## src/include/sar_params.svh

```systemverilog
// Overview of operation
// RQ1 - Chip select fall: power up, track, drive
// RQ2 - Third falling edge: hold, fully powered
// RQ3 - Twelve-bit: sixteenth fall ends, power down
// RQ4 - Ten-bit: fourteenth fall ends, power down
// RQ5 - Eight-bit: twelfth fall ends, power down
// RQ6 - Early chip select rise aborts, powers down
// RQ7 - Host gives 16, 14 or 12 clocks
// RQ8 - First zero on select, second on fall
// RQ9 - Last bit on fifteenth fall, held
// RQ10 - Host may sample on rising edges
// RQ11 - Rising-first host reads both leading zeros
// RQ12 - Sixteen-bit frames discard trailing bits
// RQ13 - Host starts conversions equally spaced (the host starts a frame on a start request when idle with room in the result FIFO instead)
// RQ14 - Host frames, clocks, assembles MSB first
// RQ15 - Host waits quiet time before next
// RQ16 - Host performs one dummy conversion first (sar_host has none; the testbench issues one as its first frame)
// RQ17 - Result follows zeros, MSB first
`ifndef SAR_PARAMS_SVH
`define SAR_PARAMS_SVH
`define SAR_EDGES_12 5'd16
`define SAR_EDGES_10 5'd14
`define SAR_EDGES_8 5'd12
`define SAR_HOLD_EDGE 5'd3
`define SAR_LEAD_ZEROS 5'd2
`define SAR_DIV_HALF 4'd8
`define SAR_QUIET_NS 50
`define SAR_CLK_NS 4
`define SAR_QUIET_CYC ((`SAR_QUIET_NS + `SAR_CLK_NS - 1) / `SAR_CLK_NS)
`define SAR_FIFO_DEPTH 8
`endif

```

## src/include/sar_pkg.sv

```systemverilog
`include "sar_params.svh"
package sar_pkg;
    typedef enum logic [1:0] {SAR_BITS12, SAR_BITS10, SAR_BITS8} sar_var_e;
    typedef logic [11:0] sar_word_t;

    // Edge count that ends a frame for each variant
    function automatic logic [4:0] sar_edges(input sar_var_e v);
        unique case (v)
            SAR_BITS12: sar_edges = `SAR_EDGES_12;
            SAR_BITS10: sar_edges = `SAR_EDGES_10;
            default: sar_edges = `SAR_EDGES_8;
        endcase
    endfunction
endpackage

```

## src/include/sar_link_if.sv

```systemverilog
`timescale 1ns/1ps
interface sar_link_if;
    logic cs_n;
    logic sclk;
    logic serial_result_out;
    logic serial_result_oe;
    modport device (input cs_n, input sclk, output serial_result_out, output serial_result_oe);
    modport host (output cs_n, output sclk, input serial_result_out, input serial_result_oe);
endinterface

```

## src/verilog/sar_host.sv

```systemverilog
`timescale 1ns/1ps
`include "sar_params.svh"
module sar_host import sar_pkg::*; (
    // Clock and reset
    input wire logic ref_clk,
    input wire logic rst,
    // Configuration
    input wire sar_var_e variant,
    // Conversion request, one pulse per start
    input wire logic start,
    // Result stream
    output logic res_valid,
    input wire logic res_ready,
    output logic [11:0] res_data,
    output logic busy,
    // Link
    sar_link_if.host link
);
    typedef enum logic [1:0] {H_IDLE, H_CLK, H_QUIET} sar_hst_e;
    typedef struct packed {
        sar_hst_e st;
        logic cs_n;
        logic sclk;
        logic [3:0] div;
        logic [4:0] cnt;
        logic [15:0] shin;
        logic [1:0] d_sync;
        logic [7:0] quiet;
        logic push;
        logic [11:0] word;
        logic bsy;
    } sar_hst_s;
    sar_hst_s r, next_r;
    logic fifo_ready;
    logic [4:0] n_edges;
    assign n_edges = sar_edges(variant); // [RQ12] frame sized per variant, no trailing bits

    // Framing, clock divider, rising-edge capture
    always_comb begin
        next_r = r;
        next_r.d_sync = {r.d_sync[0], link.serial_result_out};
        next_r.push = 1'b0;
        unique case (r.st)
            H_IDLE: begin
                // Start only when the result FIFO has room
                if (start && fifo_ready) begin
                    next_r.cs_n = 1'b0; // [RQ14]
                    next_r.st = H_CLK;
                    next_r.div = 4'd0;
                    next_r.cnt = 5'd0;
                    next_r.sclk = 1'b1; // [RQ11] first edge is a fall, zero two read on rise one
                end
            end
            H_CLK: begin
                next_r.div = r.div + 4'd1;
                if (r.div == `SAR_DIV_HALF - 4'd1) begin
                    next_r.div = 4'd0;
                    next_r.sclk = !r.sclk;
                    if (!r.sclk) begin
                        // Rising edge: take bit, two cycles of sync margin
                        next_r.shin = {r.shin[14:0], r.d_sync[1]}; // [RQ10]
                    end else begin
                        next_r.cnt = r.cnt + 5'd1;
                    end
                    if (r.sclk && r.cnt + 5'd1 == n_edges) begin
                        next_r.st = H_QUIET; // [RQ7]
                        next_r.quiet = 8'd0;
                    end
                end
            end
            H_QUIET: begin
                if (r.quiet == 8'd0) begin
                    next_r.cs_n = 1'b1;
                    next_r.push = 1'b1;
                    unique case (variant)
                        SAR_BITS12: next_r.word = r.shin[11:0]; // [RQ14]
                        SAR_BITS10: next_r.word = {r.shin[9:0], 2'b00};
                        default: next_r.word = {r.shin[7:0], 4'h0};
                    endcase
                end
                // Clock parks high a cycle after select rises, never alongside it
                if (r.quiet == 8'd1) begin
                    next_r.sclk = 1'b1;
                end
                next_r.quiet = r.quiet + 8'd1;
                if (r.quiet == 8'(`SAR_QUIET_CYC)) begin
                    next_r.st = H_IDLE; // [RQ15]
                end
            end
        endcase
        next_r.bsy = next_r.st != H_IDLE;
    end

    always_ff @(posedge ref_clk) begin
        if (rst) begin
            r <= '{st: H_IDLE, cs_n: 1'b1, sclk: 1'b1, default: '0};
        end else begin
            r <= next_r;
        end
    end

    sar_fifo #(.WIDTH(12), .DEPTH(`SAR_FIFO_DEPTH)) u_fifo (
        .ref_clk(ref_clk),
        .rst(rst),
        .in_valid(r.push),
        .in_ready(fifo_ready),
        .in_data(r.word),
        .out_valid(res_valid),
        .out_ready(res_ready),
        .out_data(res_data)
    );
    assign link.cs_n = r.cs_n;
    assign link.sclk = r.sclk;
    assign busy = r.bsy;
endmodule

```

## src/verilog/sar_fifo.sv

```systemverilog
`timescale 1ns/1ps
module sar_fifo #(
    parameter int WIDTH = 12,
    parameter int DEPTH = 8
) (
    // Clock and reset
    input wire logic ref_clk,
    input wire logic rst,
    // Fill side
    input wire logic in_valid,
    output logic in_ready,
    input wire logic [WIDTH-1:0] in_data,
    // Drain side
    output logic out_valid,
    input wire logic out_ready,
    output logic [WIDTH-1:0] out_data
);
    localparam int AW = $clog2(DEPTH);
    logic [WIDTH-1:0] mem [DEPTH];
    logic [AW:0] wr_ptr;
    logic [AW:0] rd_ptr;
    // Extra pointer bit separates full from empty
    assign in_ready = (wr_ptr[AW] == rd_ptr[AW]) || (wr_ptr[AW-1:0] != rd_ptr[AW-1:0]);
    assign out_valid = wr_ptr != rd_ptr;
    assign out_data = mem[rd_ptr[AW-1:0]];
    always_ff @(posedge ref_clk) begin
        if (rst) begin
            wr_ptr <= '0;
            rd_ptr <= '0;
        end else begin
            if (in_valid && in_ready) begin
                mem[wr_ptr[AW-1:0]] <= in_data;
                wr_ptr <= wr_ptr + 1'b1;
            end
            if (out_valid && out_ready) begin
                rd_ptr <= rd_ptr + 1'b1;
            end
        end
    end
endmodule

```

## src/flat_wrapper.sv

```systemverilog
// flat-port wrapper written by rule: the top's interface ports become plain ports
module sar_host_flat import sar_pkg::*;
  (ref_clk, rst, variant, start, res_valid, res_ready, res_data, busy, link_cs_n, link_sclk, link_serial_result_out, link_serial_result_oe);
  sar_link_if link_i ();
  input wire logic ref_clk;
  input wire logic rst;
  input wire sar_var_e variant;
  input wire logic start;
  output logic res_valid;
  input wire logic res_ready;
  output logic [11:0] res_data;
  output logic busy;
  output wire logic [$bits(link_i.cs_n)-1:0] link_cs_n;
  output wire logic [$bits(link_i.sclk)-1:0] link_sclk;
  input wire logic [$bits(link_i.serial_result_out)-1:0] link_serial_result_out;
  input wire logic [$bits(link_i.serial_result_oe)-1:0] link_serial_result_oe;
  assign link_cs_n = link_i.cs_n;
  assign link_sclk = link_i.sclk;
  assign link_i.serial_result_out = link_serial_result_out;
  assign link_i.serial_result_oe = link_serial_result_oe;
  sar_host u_core (.ref_clk(ref_clk), .rst(rst), .variant(variant), .start(start), .res_valid(res_valid), .res_ready(res_ready), .res_data(res_data), .busy(busy), .link(link_i));
endmodule
```

## config.mk

```make
export PLATFORM = sky130hd
export DESIGN_NAME = sar_host_flat
export DESIGN_NICKNAME = d
export VERILOG_FILES = /design/src/include/sar_pkg.sv /design/src/include/sar_link_if.sv /design/src/verilog/sar_host.sv /design/src/verilog/sar_fifo.sv /design/src/flat_wrapper.sv
export VERILOG_INCLUDE_DIRS = /design/src /design/src/include
export SDC_FILE = /design/constraint.sdc
export NUM_CORES = 1
export LEC_CHECK = 0
export ABC_AREA = 1
export BUFFER_PORTS_ARGS = -buffer_cell sky130_fd_sc_hd__buf_2
export CORE_ASPECT_RATIO = 1.25
export CORE_UTILIZATION = 51
export DETAILED_ROUTE_END_ITERATION = 10
export GPL_TIMING_DRIVEN = 0
export PLACE_DENSITY = 0.68
export SYNTH_ARGS = -nofsm -noshare
export SYNTH_HDL_FRONTEND = slang
export SYNTH_HIERARCHICAL = 1
export SYNTH_SLANG_ARGS = --single-unit
```

## constraint.sdc

```tcl
create_clock -name ref_clk -period 4.9 [get_ports ref_clk]
set_input_delay 0.49 -clock ref_clk [delete_from_list [all_inputs] [get_ports ref_clk]]
set_output_delay 0.49 -clock ref_clk [all_outputs]
set_load 0.01 [all_outputs]
```

Word level (Yosys, flattened, before mapping)
Memory sizes are Yosys's and may differ from the RTL's. A register that Yosys moved wholly into a read port is not among the register bits.
Index checks and enable logic that the tools add are counted.
{"block": "classes", "add_sub_neg": 5, "multipliers": 0, "div_mod_pow": 0, "n_lt_le_gt_ge": 0, "n_eq_ne": 16, "shift": 0, "muxes": 24, "bitwise_logic": 2, "n_reduce_logical": 21}
{"cell": "2-to-1 mux 13 bit", "n": 2}
{"cell": "2-to-1 mux 26 bit", "n": 1}
{"cell": "case mux 12 bit (2 select lines)", "n": 1}
{"cell": "case mux 9 bit (2 select lines)", "n": 1}
{"cell": "2-to-1 mux 16 bit", "n": 1}
{"cell": "2-to-1 mux 8 bit", "n": 2}
{"cell": "case mux 8 bit (2 select lines)", "n": 1}
{"cell": "adder 4 x 1 -> 4 bit, second input constant", "n": 3}
{"cell": "inequality test 2 x 1 -> 1 bit, second input constant", "n": 6}
{"cell": "AND reduction 3 bit", "n": 4}
{"cell": "case mux 5 bit (2 select lines)", "n": 1}
{"cell": "adder 8 x 1 -> 8 bit, second input constant", "n": 1}
{"cell": "equality test 8 x 1 -> 1 bit, second input constant", "n": 1}
{"cell": "equality test 8 x 4 -> 1 bit, second input constant", "n": 1}
{"cell": "logical NOT 8 bit", "n": 1}
{"cell": "nonzero test 2 bit", "n": 4}
{"cell": "2-to-1 mux 2 bit", "n": 3}
{"cell": "2-to-1 mux 3 bit", "n": 2}
{"cell": "case mux 2 bit (3 select lines)", "n": 1}
{"cell": "adder 5 x 1 -> 5 bit, second input constant", "n": 1}
{"cell": "equality test 5 bit", "n": 1}
{"cell": "2-to-1 mux 1 bit", "n": 5}
{"cell": "2-to-1 mux 5 bit", "n": 1}
{"cell": "equality test 2 x 1 -> 1 bit, second input constant", "n": 2}
{"cell": "15 further kinds", "n": 21}
{"block": "totals", "ff_bits": 61, "latch_bits": 0, "ram_bits": 96, "rom_bits": 0, "input_bits": 8, "output_inout_bits": 16, "elab_cells": 82, "mem_count": 1}
{"memory": "u_core.u_fifo.mem", "words": 8, "width": 12, "rd": 1, "rd_ports_with_merged_regs": 1, "wr": 1, "line_no": "sar_fifo.sv:19", "text": "logic [WIDTH-1:0] mem [DEPTH];"}

Logic depth before layout (Yosys ltp)
{"block": "depth", "ltp_word": 8, "ltp_mapped": 13, "ltp_nobuf": 13}

Hierarchy
Netlist, hierarchy kept.
{"module": "sar_fifo", "n_inst": 1, "cells_per_inst": 395, "area_per_inst_um2": 4403.0, "seq_area_each_um2": 3103.0}
{"module": "sar_host", "n_inst": 1, "cells_per_inst": 326, "area_per_inst_um2": 2373.5, "seq_area_each_um2": 980.9}

Worst setup path after synthesis
Ideal clock, no wire load.
{"block": "synth_path", "kind": "reg-to-reg", "startpoint": "reg u_core.u_fifo.wr_ptr[0]", "endpoint": "mem u_core.u_fifo.mem[1][0] (enable)", "setup_time_ns": 0.380, "arrival_time_ns": 1.475, "required_ns": 4.520, "setup_slack_ns": 3.045, "stages_incl_launch_ff": 9, "path_buffers": 0, "period_less_slack_ns": 1.855, "path_cell_list": "dfxtp_1 > inv_2 > nand2_2 > nand2_2 > nand4_4 > nand2_4 > inv_2 > nand2_2 > nor2_1"}
{"block": "synth_via", "elab_chain_len": 6}
{"item": "start, declared", "line_no": "sar_fifo.sv:20", "text": "logic [AW:0] wr_ptr;"}
{"item": "start signal, assigned", "line_no": "sar_fifo.sv:33", "text": "wr_ptr <= wr_ptr + 1'b1;"}
{"item": "inequality test 3 bit", "line_no": "sar_fifo.sv:23", "text": "assign in_ready = (wr_ptr[AW] == rd_ptr[AW]) || (wr_ptr[AW-1:0] != rd_ptr[AW-1:0]);"}
{"item": "logical OR 1 bit", "line_no": "sar_fifo.sv:23"}
{"item": "named net u_core.fifo_ready", "line_no": "sar_host.sv:34", "text": "logic fifo_ready;"}
{"item": "logical AND 1 bit", "line_no": "sar_fifo.sv:31", "text": "if (in_valid && in_ready) begin"}
{"item": "2-to-1 mux 1 bit", "line_no": "sar_fifo.sv:31"}
{"item": "2-to-1 mux 1 bit", "line_no": "sar_fifo.sv:27", "text": "if (rst) begin"}
{"item": "2-to-1 mux 1 bit (implied by the code)", "line_no": "sar_fifo.sv:32", "text": "mem[wr_ptr[AW-1:0]] <= in_data;"}
{"item": "end, declared", "line_no": "sar_fifo.sv:19"}
The timed path passes the listed nets, and every way through them passes these cells.

Worst setup path in the final report
{"block": "layout_path", "startpoint": "reg u_core.u_fifo.wr_ptr[0]", "endpoint": "mem u_core.u_fifo.mem[4][7] (enable)"}
The elaborated chain is that of the path after synthesis.

==> summary.txt <==
Clocking
  – Later-pin clock latency in the skew report: 410 ps
  – Clock root buffer: clkbuf_16
  – Max H-tree Level: 4
  – Clock tree from TritonCTS: done
  – # Post-CTS Setup Buffers: 0
  – CTS Buf Count: 17
  – Clock-pin slew of the registers on the worst-case setup and hold paths: 60 ps
  – Clock Path Buffers: 2
  – Clock sink total: 156
  – CTS resizes: 0
  – Hold_buf cts: 0

Placement
  – Port Buf Inserts: 21
  – Post-DP HPWL: 9900 um
  – Gpl congestion: 0.806
  – Cells after DPL: 910

Global route
  – Total grt overflow: 0
  – Vias in the first global route: 4854
  – Global-route wire length before repair: 23000 um
  – Initial antenna violation count: 0
  – Largest net degree at the start of global routing: 17
  – All-Layer GR Usage: 21.9%

Power and ir drop
  – Switching share of total power: 23.3%
  – Comb pwr share: 8.2%
  – Pleak: 0.00301 uW
  – Sw power: 651 uW
  – Internal Power: 2150 uW
  – Sequential share of power: 49.8%
  – Worst vdd ir: 207 uV
  – Cell Pwr Density: 367 mW/mm^2
  – Clock power frac: 42.0%

Timing
  – Final setup TNS: 0 ps
  – Slew of the pin with the lowest slew margin: 1300 ps
  – Fmax: 0.404 GHz
  – Fin. Hold Viols: 0
  – Slew margin rel.: 12.8%
  – Clock Skews: 5.13 ps
  – Tmin final: 2470 ps
  – RSZ-0062 raised after global routing: false
  – Max Slew Vio Count: 0
  – Fin crit share: 50.5%
  – Final count of negative-setup-slack endpoints: 0

Synth
  – Syn Std Cell Area: 0.00678 mm^2
  – Syn avg cell area: 9.40 um^2
  – Syn nets: 739
  – Ys Warns: 6
  – Area leader, netlist: edfxtp_1
  – Mapped Cells: 721
  – Yosys reg bits: 156
  – Post-synth top area share: 42.5%
  – Synth area leaders: edfxtp_1 (43%), dfxtp_1 (18%), nor2_1 (8.0%)
  – Post-synthesis sequential area ratio: 60.3%
  – Count of different cell masters after synthesis: 38

Worst setup path
  – Worst reg2reg path startpoint: u_core/u_fifo/wr_ptr[0]$_SDFFE_PP0P_
  – Crit-path cells: inv_2, nand2_2, nand2_2, nand4_4, nand2_4, inv_2, nand2_2, nor2_1
  – R2R setup slack: 2430 ps
  – Worst Reg-to-Reg Cells: 8
  – Critical Path Fanout Max: 12
  – R2R Path End: u_core/u_fifo/mem[4][7]$_DFFE_PP_
  – Slowest-stage cell, CP: nor2_1
  – Critical Path Start Type: register
  – Critical Path Start: u_core/u_fifo/wr_ptr[0]$_SDFFE_PP0P_
  – Critical Path Sink Type: register
  – Worst Path Class, Setup: reg2reg
  – Crit path top cell by count: nand2_2
  – Crit path required time: 4920 ps
  – Crit path DAT: 2500 ps
  – CP max stage delay: 960 ps

Min path
  – Worst Hold Path EP: u_core/next_r[23]$_SDFF_PP0_
  – Hold path start: link_serial_result_out
  – Hold Crit Class: in2reg
  – Hold path depth: 3

Cells and area
  – Number of diodes: 0
  – Most frequent cells in the layout: nor2_1 (144), nand2_1 (121), edfxtp_1 (96), o21ai_0 (67), dfxtp_1 (60)
  – Post-layout nets: 779
  – Share of layout cells above drive strength 1: 11.8%
  – Cell Count, Final, Fillers Out: 942
  – Leading cell type in the layout, fill and taps excluded: nor2_1
  – Syn-to-layout area delta: 12.5%

Die
  – Die H: 131 um
  – Die extent in x: 105 um
  – I/O pin count: 24
  – CORE AREA: 0.0128 mm^2
  – Initial Util: 52.8%
  – Die area: 0.0138 mm^2
  – Row Count: 46

Drt
  – ANT nets after route: 0
  – DRT Pass-1 Iters: 5
  – Via density per instance: 5.36
  – Final WL: 14400 um
  – Vias: 5050
  – Routed len/inst: 15.3 um
  – Drc violations: 0
  – DR iter-0 viols: 305

Flow run
  – Max-cap violations: 0

Run status
  – Outcome: completed
## critical path, delay by kind of cell, from the launching register on
| kind | cells | cell delay, ps |
|---|---|---|
| simple gates | 6 | 1420 |
| flops | 1 | 480 |
| buf+inv | 2 | 170 |
## logic make-up (layout without fill, tap and decap cells)
| group | after synthesis | after routing | share of synthesized area [%] |
|---|---|---|---|
| AO/OA/AOI/OAI | 143 | 143 | 11.5 |
| XOR/XNOR | 6 | 6 | 0.775 |
| adder cells (fa/ha/maj) | 10 | 10 | 1.85 |
| buffers and inverters | 77 | 130 | 4.97 |
| flip-flops | 156 | 156 | 60.3 |
| AND/OR/NAND/NOR | 329 | 329 | 20.6 |
## area by class of cell
| class | count | area (um^2) |
|---|---|---|
| inverters | 47 | 176 |
| plain buffers | 30 | 160 |
| clock buffers | 18 | 429 |
| well taps | 168 | 210 |
| repair buffers | 21 | 105 |
| fillers | 1049 | 5210 |
| multi-input cells | 488 | 2360 |
| flip-flops and latches | 156 | 4080 |
| clock inverters | 14 | 104 |
## power groups by stage
stage / combinational, uW / clock [uW] / sequential [uW]
after floorplan: 154 / 0 / 1420
after global placement: 222 / 0 / 1420
after detailed placement: 229 / 0 / 1420
after CTS: 230 / 1190 / 1390
after global routing: 255 / 1240 / 1390
final: 230 / 1180 / 1390
## cell usage after synthesis
library cell  count
a22oi_1           3
nor2_1          144
buf_2             8
nor2_4            1
a221oi_1          2
inv_2             6
dfxtp_1          60
nand3_1          37
o21a_1            1
nand4_4           1
xnor2_1           1
nor2_2            3
buf_6             2
a31oi_1           1
edfxtp_1         96
buf_4             6
a41oi_1           8
clkbuf_1         13
a21oi_2           3
o211ai_1          1
o21ai_2           1
nor3b_1           1
nand2_2           5
nor4_1            3
ha_1             10
o21ai_0          67
nand4_1           4
clkinv_1          1
nor3_1            3
inv_1            40
xor2_1            5
nand2_4           4
a21oi_1          25
buf_1             1
nand3_2           1
o21ai_1          31
nand2_1         121
nand4_2           1
## metrics by stage
stage	total power [uW]	hold WS [ps]	setup WS (ps)	area (um^2)	util, %
after global routing	2890	279	2280	7620	59.4
final	2800	277	2430	7620	59.4
after floorplan	1580	388	3040	6780	-
after detailed placement	1650	403	2370	7090	55.3
after CTS	2820	265	2380	7620	59.4
after global placement	1640	402	2490	7090	55.3
## worst max-delay path by stage
stage | slack, ps | endpoint | depth (start not counted)
after floorplan | 3040 | u_core/u_fifo/mem[1][0]$_DFFE_PP_ | 8
after global placement | 2490 | u_core/u_fifo/mem[5][3]$_DFFE_PP_ | 5
after detailed placement | 2370 | u_core/u_fifo/mem[3][5]$_DFFE_PP_ | 5
after CTS | 2380 | u_core/u_fifo/mem[3][8]$_DFFE_PP_ | 8
after global routing | 2280 | u_core/u_fifo/mem[4][7]$_DFFE_PP_ | 8
final | 2430 | u_core/u_fifo/mem[4][7]$_DFFE_PP_ | 8
## flip-flops by register name (all words and copies together), names as in the netlist, named ones only
register	flops
u_core/busy	1
u_core/link.cs_n	1
u_core/link.sclk	1
u_core/next_r	1
u_core/r	45
u_core/u_fifo/mem	96
u_core/u_fifo/rd_ptr	4
u_core/u_fifo/wr_ptr	4
## metal layers
metal / GRT usage [%] / wire (um) / vias to the layer above
li1: - / - / 2522
met1: 24.0 / 5980 / 2406
met2: 41.8 / 7670 / 103
met3: 3.82 / 516 / 19
met4: 9.78 / 274 / 0
met5: 0 / 0 / -
(Power assumes the default switching activity.)
